<file path="config.mk">
export PLATFORM = sky130hd
export DESIGN_NAME = lcdhi_top
export DESIGN_NICKNAME = d
export VERILOG_FILES = /design/src/logic/lcdhi_pkg.sv /design/src/logic/lcdhi_ser_rx.sv /design/src/logic/lcdhi_top.sv
export VERILOG_INCLUDE_DIRS = /design/src /design/src/logic
export SDC_FILE = /design/constraint.sdc
export NUM_CORES = 1
export LEC_CHECK = 0
export BUFFER_PORTS_ARGS = -buffer_cell sky130_fd_sc_hd__buf_2
export CORE_MARGIN = 10
export CORE_UTILIZATION = 45
export CTS_BUF_LIST = sky130_fd_sc_hd__clkbuf_4
export CTS_CLUSTER_DIAMETER = 120
export CTS_CLUSTER_SIZE = 12
export DETAILED_ROUTE_END_ITERATION = 6
export HOLD_SLACK_MARGIN = 0.12
export PLACE_DENSITY = 0.62
export SLEW_MARGIN = 15
export SYNTH_ARGS = -nofsm -noshare
export SYNTH_HDL_FRONTEND = slang
export SYNTH_HIERARCHICAL = 1
export SYNTH_SLANG_ARGS = --single-unit
</file>
<file path="constraint.sdc">
create_clock -name mclk_i -period 6.2 [get_ports mclk_i]
set_input_delay 0.31 -clock mclk_i [delete_from_list [all_inputs] [get_ports mclk_i]]
set_output_delay 0.31 -clock mclk_i [all_outputs]
set_load 0.02 [all_outputs]
</file>
<file path="src/logic/lcdhi_defs.svh">
// Constants of the LCD host interface: counts, field positions and timing.
// Notes on behaviour
// - Graphic address takes two bytes: vertical, horizontal.
// - Vertical address six bits, horizontal four bits.
// - Horizontal address auto-increments, wraps, vertical unchanged.
// - Port select high parallel, low serial.
// - Width bit picks 8-bit or 4-bit bus.
// - Host drives select, direction, strobe, data lines.
// - 4-bit mode: upper nibble first on upper lines.
// - Serial link uses select, host clock and data.
// - Serial port accepts writes only, never reads.
// - Select low clears bit counter and shift register.
// - Serial clock asynchronous, synchronised before use.
// - Five ones resynchronise the serial transfer counter.
// - Start byte: ones, direction, select, four zeros.
// - Each byte sent as two nibble sections.
// - Data write stores byte, then steps counter; the code steps it only on every second data write.
// - While busy, new instructions are not accepted.
`ifndef LCDHI_DEFS_SVH
`define LCDHI_DEFS_SVH
`define LCDHI_CLK_MHZ 40
`define LCDHI_EXEC_NS 2000
`define LCDHI_EXEC_CYC ((`LCDHI_EXEC_NS * `LCDHI_CLK_MHZ + 999) / 1000)
`define LCDHI_SYNC_RUN 3'h4
`define LCDHI_HDR_LAST 3'h5
`define LCDHI_NIB_LAST 3'h3
`define LCDHI_SECT_LAST 3'h7
`define LCDHI_AC_W 7
`define LCDHI_VERT_W 6
`define LCDHI_HORZ_W 4
`define LCDHI_OP_CLEAR 8'h01
`define LCDHI_FN_DL_BIT 4
`define LCDHI_FN_RE_BIT 2
`define LCDHI_EM_ID_BIT 1
`define LCDHI_BUSY_W 13
`endif

</file>
<file path="src/logic/lcdhi_pkg.sv">
// Types shared by the LCD host interface modules.
package lcdhi_pkg;
    typedef enum logic [1:0] {
        LCDHI_SER_HUNT,
        LCDHI_SER_HDR,
        LCDHI_SER_HI,
        LCDHI_SER_LO
    } lcdhi_ser_st_t;
endpackage

</file>
<file path="src/logic/lcdhi_ser_rx.sv">
// Serial write-only receiver of the LCD host interface.
`timescale 1ns/1ps
`include "lcdhi_defs.svh"
module lcdhi_ser_rx (
    input wire logic mclk_i,
    input wire logic arst_n_i,
    input wire logic en_i,
    input wire logic cs_i,
    input wire logic sclk_i,
    input wire logic serial_data_in_i,
    output logic byte_valid_o,
    output logic [7:0] byte_o,
    output logic rs_o
);
    logic cs_q1, cs_q2, ck_q1, ck_q2, ck_q3, sd_q1, sd_q2;
    logic rise, active;
    lcdhi_pkg::lcdhi_ser_st_t st_r, st_nxt;
    logic [2:0] cnt_r, cnt_nxt, run_r, run_nxt;
    logic [7:0] sh_r, sh_nxt, byte_nxt;
    logic [3:0] hi_r, hi_nxt;
    logic rw_r, rw_nxt, rs_nxt, valid_nxt;

    ////////////////////////////////////////////////////////////////////////
    // Pin synchronisers; the serial clock edge is found on the second stage.
    always_ff @(posedge mclk_i or negedge arst_n_i) begin
        if (!arst_n_i) begin
            {cs_q1, cs_q2, ck_q1, ck_q2, ck_q3, sd_q1, sd_q2} <= 7'h00;
        end else begin
            cs_q1 <= cs_i;
            cs_q2 <= cs_q1;
            ck_q1 <= sclk_i;
            ck_q2 <= ck_q1;
            ck_q3 <= ck_q2;
            sd_q1 <= serial_data_in_i;
            sd_q2 <= sd_q1;
        end
    end

    assign rise = ck_q2 & ~ck_q3;
    assign active = en_i & cs_q2;

    ////////////////////////////////////////////////////////////////////////
    // Start byte and section decoding.
    always_comb begin
        st_nxt = st_r;
        cnt_nxt = cnt_r;
        run_nxt = run_r;
        sh_nxt = sh_r;
        hi_nxt = hi_r;
        rw_nxt = rw_r;
        rs_nxt = rs_o;
        byte_nxt = byte_o;
        valid_nxt = 1'b0;
        if (!active) begin
            st_nxt = lcdhi_pkg::LCDHI_SER_HUNT;
            cnt_nxt = 3'h0;
            run_nxt = 3'h0;
            sh_nxt = 8'h00;
        end else if (rise) begin
            sh_nxt = {sh_r[6:0], sd_q2};
            run_nxt = !sd_q2 ? 3'h0 : (run_r == 3'h7) ? run_r : 3'(run_r + 3'h1);
            cnt_nxt = 3'(cnt_r + 3'h1);
            if (sd_q2 && run_r == `LCDHI_SYNC_RUN && st_r != lcdhi_pkg::LCDHI_SER_HDR) begin
                st_nxt = lcdhi_pkg::LCDHI_SER_HDR;
                cnt_nxt = 3'h0;
            end else begin
                unique case (st_r)
                    lcdhi_pkg::LCDHI_SER_HUNT: begin
                        cnt_nxt = 3'h0;
                    end
                    lcdhi_pkg::LCDHI_SER_HDR: begin
                        if (cnt_r == 3'h0) begin
                            rw_nxt = sd_q2;
                        end
                        if (cnt_r == 3'h1) begin
                            rs_nxt = sd_q2;
                        end
                        if (cnt_r == `LCDHI_HDR_LAST) begin
                            st_nxt = lcdhi_pkg::LCDHI_SER_HI;
                            cnt_nxt = 3'h0;
                        end
                    end
                    lcdhi_pkg::LCDHI_SER_HI: begin
                        if (cnt_r == `LCDHI_NIB_LAST) begin
                            hi_nxt = {sh_r[2:0], sd_q2};
                        end
                        if (cnt_r == `LCDHI_SECT_LAST) begin
                            st_nxt = lcdhi_pkg::LCDHI_SER_LO;
                        end
                    end
                    lcdhi_pkg::LCDHI_SER_LO: begin
                        if (cnt_r == `LCDHI_SECT_LAST) begin
                            st_nxt = lcdhi_pkg::LCDHI_SER_HI;
                            byte_nxt = {hi_r, sh_r[6:3]};
                            valid_nxt = !rw_r;
                        end
                    end
                endcase
            end
        end
    end

    always_ff @(posedge mclk_i or negedge arst_n_i) begin
        if (!arst_n_i) begin
            st_r <= lcdhi_pkg::LCDHI_SER_HUNT;
            cnt_r <= 3'h0;
            run_r <= 3'h0;
            sh_r <= 8'h00;
            hi_r <= 4'h0;
            rw_r <= 1'b0;
            rs_o <= 1'b0;
            byte_o <= 8'h00;
            byte_valid_o <= 1'b0;
        end else begin
            st_r <= st_nxt;
            cnt_r <= cnt_nxt;
            run_r <= run_nxt;
            sh_r <= sh_nxt;
            hi_r <= hi_nxt;
            rw_r <= rw_nxt;
            rs_o <= rs_nxt;
            byte_o <= byte_nxt;
            byte_valid_o <= valid_nxt;
        end
    end
endmodule

</file>
<file path="src/logic/lcdhi_top.sv">
// Host port front end of the LCD controller: parallel and serial ports.
`timescale 1ns/1ps
`include "lcdhi_defs.svh"
module lcdhi_top #(
    parameter int EXEC_CYC = `LCDHI_EXEC_CYC
) (
    input wire logic mclk_i,
    input wire logic arst_n_i,
    input wire logic port_select_pin_i,
    input wire logic e_i,
    input wire logic reg_or_data_select_i,
    input wire logic rw_i,
    input wire logic [7:0] db_i,
    output logic [7:0] db_o,
    output logic db_oe_n_o,
    input wire logic ser_cs_i,
    input wire logic ser_clk_i,
    input wire logic serial_data_in_i,
    input wire logic [7:0] rd_data_i,
    output logic cmd_valid_o,
    output logic [7:0] cmd_byte_o,
    output logic ram_we_o,
    output logic [7:0] ram_wdata_o,
    output logic [`LCDHI_AC_W-1:0] addr_counter_o,
    output logic [`LCDHI_VERT_W-1:0] gfx_vert_o,
    output logic [`LCDHI_HORZ_W-1:0] gfx_horz_o,
    output logic gfx_addr_set_o,
    output logic bus_width_bit_o,
    output logic ext_set_o,
    output logic busy_indication_o
);
    logic [11:0] pin_q1, pin_q2;
    logic e_q3;
    logic par_mode, e_s, rs_s, rw_s, e_fall;
    logic [7:0] db_s;
    logic ser_valid, ser_rs;
    logic [7:0] ser_byte;

    logic byte_ev, byte_rs, byte_rw, accept;
    logic [7:0] byte_val, rd_val;
    logic nib_r, nib_nxt;
    logic [3:0] hold_r, hold_nxt;
    logic pair_r, pair_nxt;
    logic gph_r, gph_nxt;
    logic inc_r, inc_nxt;
    logic [`LCDHI_BUSY_W-1:0] busy_cnt_r, busy_cnt_nxt;
    logic [7:0] db_nxt, cmd_byte_nxt, wdata_nxt;
    logic oe_n_nxt, cmd_valid_nxt, we_nxt;
    logic [`LCDHI_AC_W-1:0] ac_nxt;
    logic [`LCDHI_VERT_W-1:0] vert_nxt;
    logic [`LCDHI_HORZ_W-1:0] horz_nxt;
    logic gset_nxt, dl_nxt, re_nxt, busy_nxt;

    // Places a nibble on the upper data lines, lower lines driven low.
    function automatic logic [7:0] upper_lines(input logic [3:0] nib);
        upper_lines = {nib, 4'h0};
    endfunction

    ////////////////////////////////////////////////////////////////////////
    // Parallel pin synchronisers and strobe edge detection.
    always_ff @(posedge mclk_i or negedge arst_n_i) begin
        if (!arst_n_i) begin
            pin_q1 <= 12'h000;
            pin_q2 <= 12'h000;
            e_q3 <= 1'b0;
        end else begin
            pin_q1 <= {port_select_pin_i, e_i, reg_or_data_select_i, rw_i, db_i};
            pin_q2 <= pin_q1;
            e_q3 <= pin_q2[10];
        end
    end

    assign par_mode = pin_q2[11];
    assign e_s = pin_q2[10];
    assign rs_s = pin_q2[9];
    assign rw_s = pin_q2[8];
    assign db_s = pin_q2[7:0];
    assign e_fall = e_q3 & ~e_s;

    ////////////////////////////////////////////////////////////////////////
    // Serial receiver, only listening while the port select is low.
    lcdhi_ser_rx u_ser (
        .mclk_i(mclk_i),
        .arst_n_i(arst_n_i),
        .en_i(~par_mode),
        .cs_i(ser_cs_i),
        .sclk_i(ser_clk_i),
        .serial_data_in_i(serial_data_in_i),
        .byte_valid_o(ser_valid),
        .byte_o(ser_byte),
        .rs_o(ser_rs)
    );

    ////////////////////////////////////////////////////////////////////////
    // Byte assembly, read drive, instruction decode and address counter.
    always_comb begin
        byte_ev = 1'b0;
        byte_rs = 1'b0;
        byte_rw = 1'b0;
        byte_val = 8'h00;
        nib_nxt = nib_r;
        hold_nxt = hold_r;
        pair_nxt = pair_r;
        gph_nxt = gph_r;
        inc_nxt = inc_r;
        ac_nxt = addr_counter_o;
        vert_nxt = gfx_vert_o;
        horz_nxt = gfx_horz_o;
        gset_nxt = gfx_addr_set_o;
        dl_nxt = bus_width_bit_o;
        re_nxt = ext_set_o;
        cmd_valid_nxt = 1'b0;
        cmd_byte_nxt = cmd_byte_o;
        we_nxt = 1'b0;
        wdata_nxt = ram_wdata_o;
        busy_cnt_nxt = (busy_cnt_r != '0) ? `LCDHI_BUSY_W'(busy_cnt_r - 1'b1) : busy_cnt_r;
        if (par_mode && e_fall) begin
            byte_rs = rs_s;
            byte_rw = rw_s;
            if (bus_width_bit_o) begin
                byte_ev = 1'b1;
                byte_val = db_s;
            end else if (!nib_r) begin
                nib_nxt = 1'b1;
                hold_nxt = db_s[7:4];
            end else begin
                nib_nxt = 1'b0;
                byte_ev = 1'b1;
                byte_val = {hold_r, db_s[7:4]};
            end
        end else if (!par_mode && ser_valid) begin
            byte_ev = 1'b1;
            byte_rs = ser_rs;
            byte_val = ser_byte;
        end
        if (!par_mode) begin
            nib_nxt = 1'b0;
        end
        rd_val = rs_s ? rd_data_i : {busy_indication_o, addr_counter_o};
        oe_n_nxt = !(par_mode && e_s && rw_s);
        db_nxt = bus_width_bit_o ? rd_val : upper_lines(nib_r ? rd_val[3:0] : rd_val[7:4]);
        accept = byte_ev && !byte_rw && busy_cnt_r == '0;
        if (accept) begin
            busy_cnt_nxt = `LCDHI_BUSY_W'(EXEC_CYC);
            if (byte_rs) begin
                we_nxt = 1'b1;
                wdata_nxt = byte_val;
                pair_nxt = !pair_r;
                if (pair_r && gfx_addr_set_o) begin
                    horz_nxt = `LCDHI_HORZ_W'(gfx_horz_o + 1'b1);
                end else if (pair_r) begin
                    ac_nxt = inc_r ? `LCDHI_AC_W'(addr_counter_o + 1'b1)
                                   : `LCDHI_AC_W'(addr_counter_o - 1'b1);
                end
            end else begin
                cmd_valid_nxt = 1'b1;
                cmd_byte_nxt = byte_val;
                gph_nxt = 1'b0;
                if (byte_val[7] && ext_set_o) begin
                    pair_nxt = 1'b0;
                    if (!gph_r) begin
                        vert_nxt = byte_val[`LCDHI_VERT_W-1:0];
                        gph_nxt = 1'b1;
                        gset_nxt = 1'b0;
                    end else begin
                        horz_nxt = byte_val[`LCDHI_HORZ_W-1:0];
                        gset_nxt = 1'b1;
                    end
                end else if (byte_val[7]) begin
                    ac_nxt = byte_val[`LCDHI_AC_W-1:0];
                    gset_nxt = 1'b0;
                    pair_nxt = 1'b0;
                end else if (byte_val[7:5] == 3'h1) begin
                    dl_nxt = byte_val[`LCDHI_FN_DL_BIT];
                    re_nxt = byte_val[`LCDHI_FN_RE_BIT];
                end else if (!ext_set_o && byte_val[7:2] == 6'h01) begin
                    inc_nxt = byte_val[`LCDHI_EM_ID_BIT];
                end else if (!ext_set_o && byte_val == `LCDHI_OP_CLEAR) begin
                    ac_nxt = '0;
                    inc_nxt = 1'b1;
                    gset_nxt = 1'b0;
                    pair_nxt = 1'b0;
                end else if (!ext_set_o && byte_val[7:1] == 7'h01) begin
                    ac_nxt = '0;
                    gset_nxt = 1'b0;
                    pair_nxt = 1'b0;
                end
            end
        end
        busy_nxt = busy_cnt_nxt != '0;
    end

    always_ff @(posedge mclk_i or negedge arst_n_i) begin
        if (!arst_n_i) begin
            nib_r <= 1'b0;
            hold_r <= 4'h0;
            pair_r <= 1'b0;
            gph_r <= 1'b0;
            inc_r <= 1'b1;
            busy_cnt_r <= '0;
            db_o <= 8'h00;
            db_oe_n_o <= 1'b1;
            cmd_valid_o <= 1'b0;
            cmd_byte_o <= 8'h00;
            ram_we_o <= 1'b0;
            ram_wdata_o <= 8'h00;
            addr_counter_o <= '0;
            gfx_vert_o <= '0;
            gfx_horz_o <= '0;
            gfx_addr_set_o <= 1'b0;
            bus_width_bit_o <= 1'b1;
            ext_set_o <= 1'b0;
            busy_indication_o <= 1'b0;
        end else begin
            nib_r <= nib_nxt;
            hold_r <= hold_nxt;
            pair_r <= pair_nxt;
            gph_r <= gph_nxt;
            inc_r <= inc_nxt;
            busy_cnt_r <= busy_cnt_nxt;
            db_o <= db_nxt;
            db_oe_n_o <= oe_n_nxt;
            cmd_valid_o <= cmd_valid_nxt;
            cmd_byte_o <= cmd_byte_nxt;
            ram_we_o <= we_nxt;
            ram_wdata_o <= wdata_nxt;
            addr_counter_o <= ac_nxt;
            gfx_vert_o <= vert_nxt;
            gfx_horz_o <= horz_nxt;
            gfx_addr_set_o <= gset_nxt;
            bus_width_bit_o <= dl_nxt;
            ext_set_o <= re_nxt;
            busy_indication_o <= busy_nxt;
        end
    end
endmodule
</file>
==> flow_metrics.tcl <==
set metrics [dict create \
    clk_pin_slew_ns 0.11 \
    post_cts_buffers 0 \
    critical-path-slowest-cell "nor2b_1" \
    cts-buffers-inserted 17 \
    routed-via-count 4451 \
    ratio_of_cells_with_drive_above_1_in_the_final_layout 0.240 \
    register_area_sq_um 3280 \
    clk_path_buf_depth 2 \
    placement_rows 42 \
    setup_ws_ns 3.16 \
    dpl_worst_slack_ns 3.20 \
    syn_to_final_growth_pct 16.9 \
    totalWireLength_mm 13.8 \
    drt.antenna.violating_nets 0 \
    die_height_um 136 \
    final_gp_congestion 0.897 \
    timing_worst_slew_pin_value_ns 1.02 \
    io_buffers 72 \
    grt.total_usage 0.155 \
    initialDrtViolationCount 289 \
    setup_viol 0 \
    route.detailed.drc 0 \
    detail_route.vias_per_cell 5.43 \
    drt_first_pass_iters 6 \
    ys_seq_area_frac 0.547 \
    worst_clock_skew_on_the_final_layout_ns 0.0168 \
    cts_root_buffer "clkbuf_4" \
    power.static_leakage_nw 3.27 \
    ioPinCount 73 \
    post_drt_wl_per_cell_um 16.9 \
    filler_cells 1186 \
    most-common-layout-cells "dfrtp_1, buf_2, nor2_1" \
    setup.worst_path.class "register to register" \
    worstPathRequired_ns 6.62 \
    grt_pass1_wl_mm 22.6 \
    clkLatencyLatePin_ns 0.53 \
    ir_worst_vdd_mv 0.142 \
    dp_hpwl_mm 9.90 \
    final_hold_violating_endpoints 0 \
    post-layout-total-power_mw 1.86 \
    die_w_um 136 \
    finalCoreUtilization 0.534 \
    synthesis.yosys.warnings 6 \
    grt-ovfl-total 0 \
    startpoint_type "register" \
    synth_enable_flop_cells 0 \
    relSlewSlack 0.318 \
    layout_min_cycle_time_ns 3.04 \
    core_area_sq_um 13100 \
    cellPowerDensity_nw_per_um2 265 \
    ys_dominant_reg_cell "dfrtp_1" \
    postSynthRegisterBits 131 \
    fin_nets 672 \
    first_global_vias 4433 \
    synth-async-reset-ratio 1.00 \
    antenna_cells 0 \
    max_cap_viol 0 \
    netlist_instances 536 \
    synthDistinctLibCells 67 \
    run_status "finished, final reports clean" \
    antenna_found_initial 0 \
    cp_cell_sequence "nor2b_1 -> a32oi_2 -> nor3b_1 -> a21oi_1 -> a211oi_4 -> mux2_2" \
    mappedNetlistNets 578 \
    unrepaired_setup_endpoints_after_global_routing "false" \
    multiInputGateArea_sq_um 2550 \
    layout_commonest_cell "dfrtp_1" \
    crit_path_end_kind "register" \
    timing.critical_path.slowest_cell_delay_ns 0.73 \
    setup_tns_final_ns 0 \
    fmax_mhz 329 \
    critical_path.max_fanout 18 \
    arrival_ns 3.45 \
    initial_utilization 0.457 \
    cts_tree "yes" \
    cts_sinks 131 \
    final_min_period_over_clock_period 0.490 \
    ctsHtreeMaxLevel 4 \
    synth.avg_cell_area_sq_um 11.2 \
    syn-cell-area_sq_um 6000 \
    final-max-slew-violation-count 0 \
    design.die.area_sq_um 18400 \
    holdCritPathClass "register to register" \
    grt_max_degree 69 \
]
==> layer usage <==
metal,GRT usage,up-vias,wire [um]
met5,0,-,0
met4,0.0646,0,206
met3,0.0471,21,832
met2,0.247,139,6670
met1,0.191,2167,6120
li1,-,2124,-
==> registers in the layout, summed over array words and instances, names as in the netlist, 6 cells and up <==
name            cells
pin_q2             12
busy_cnt_r         13
ram_wdata_o         8
gfx_vert_o          6
cmd_byte_o          8
pin_q1             12
addr_counter_o      7
u_ser/byte_o        8
db_o                8
u_ser/sh_r          7
==> cell type report <==
cell class                      instances  share of cell area
Clock buffer                           17              0.0182
Clock inverter                         15              0.0237
Inverter                               16             0.00855
Multi-Input combinational cell        367               0.364
Sequential cell                       131               0.467
Tap cell                              176              0.0314
Timing Repair Buffer                   97              0.0870
==> cell usage after synthesis, types with 4 or more instances <==
library cell / n / area, sq um
dfrtp_1: 128 / 3200
nor2_1: 52 / 195
nand2_1: 46 / 173
a21oi_1: 45 / 225
o21ai_0: 23 / 115
mux2_2: 22 / 248
ha_1: 16 / 200
inv_1: 16 / 60.1
nand3_1: 14 / 70.1
clkbuf_1: 12 / 45.0
a22oi_1: 9 / 67.6
buf_2: 8 / 40.0
a211oi_1: 7 / 52.6
mux2i_1: 6 / 60.1
nor3_1: 6 / 30.0
o31ai_1: 6 / 45.0
a21o_1: 5 / 37.5
and2_1: 5 / 31.3
nand4_1: 5 / 31.3
nor2b_1: 5 / 31.3
or3_1: 5 / 31.3
xnor2_1: 5 / 43.8
xor2_1: 5 / 43.8
a31oi_1: 4 / 25.0
and3_1: 4 / 25.0
mux4_2: 4 / 90.1
o32ai_1: 4 / 35.0
==> path summary, 6_finish.rpt <==
kind	start	to	slack [ns]	depth (start not counted)
max	pin_q2[11]	addr_counter_o[1]	3.16	6
min	u_ser/sd_q1	u_ser/sd_q2	0.36	0
max reg2reg	pin_q2[11]	addr_counter_o[1]	3.16	6
min reg2reg	u_ser/sd_q1	u_ser/sd_q2	0.36	0
max in group asynchronous	arst_n_i	pin_q1[5]	4.50	3
min in group asynchronous	arst_n_i	busy_cnt_r[10]	0.37	2
==> worst max-delay path, delay by kind of cell, from the launching register on <==
kind | cells | cell delay [ns]
multiplexers | 1 | 0.38
AO/OA/AOI/OAI | 3 | 1.02
AND/OR/NAND/NOR | 2 | 1.03
flip-flops | 1 | 0.48
==> stage by stage <==
stage                     hold slack (ns)  cell area (sq um)  instances
final                               0.357               7020        819
after global routing                0.367               7020        819
after CTS                           0.356               7020        819
after detailed placement            0.335               6490        763
after global placement              0.332               6490        763
after floorplan                    0.0144               6000        536
==> logic make-up after synthesis <==
family | Yosys count | synth area share
buffers and inverters | 38 | 0.0279
XOR/XNOR | 10 | 0.0146
AO/OA/AOI/OAI | 134 | 0.147
AND/OR/NAND/NOR | 172 | 0.157
adder cells (fa/ha/maj) | 17 | 0.0367
multiplexers | 34 | 0.0706
flip-flops | 131 | 0.547
==> report_power, final <==
group | switching [mW] | total (mW) | leakage (nW) | internal (mW)
clock network | 0.313 | 0.587 | 0.151 | 0.275
logic | 0.153 | 0.266 | 1.42 | 0.114
registers | 0.0874 | 1.01 | 1.70 | 0.919
==> repair_timing <==
item,in CTS,in global routing
hold buffers,24,0
endpoints found under the hold margin,85,0
gates resized for setup,0,0
endpoints found under the setup margin,0,0
No activity file was read; power rests on OpenSTA's default activity.
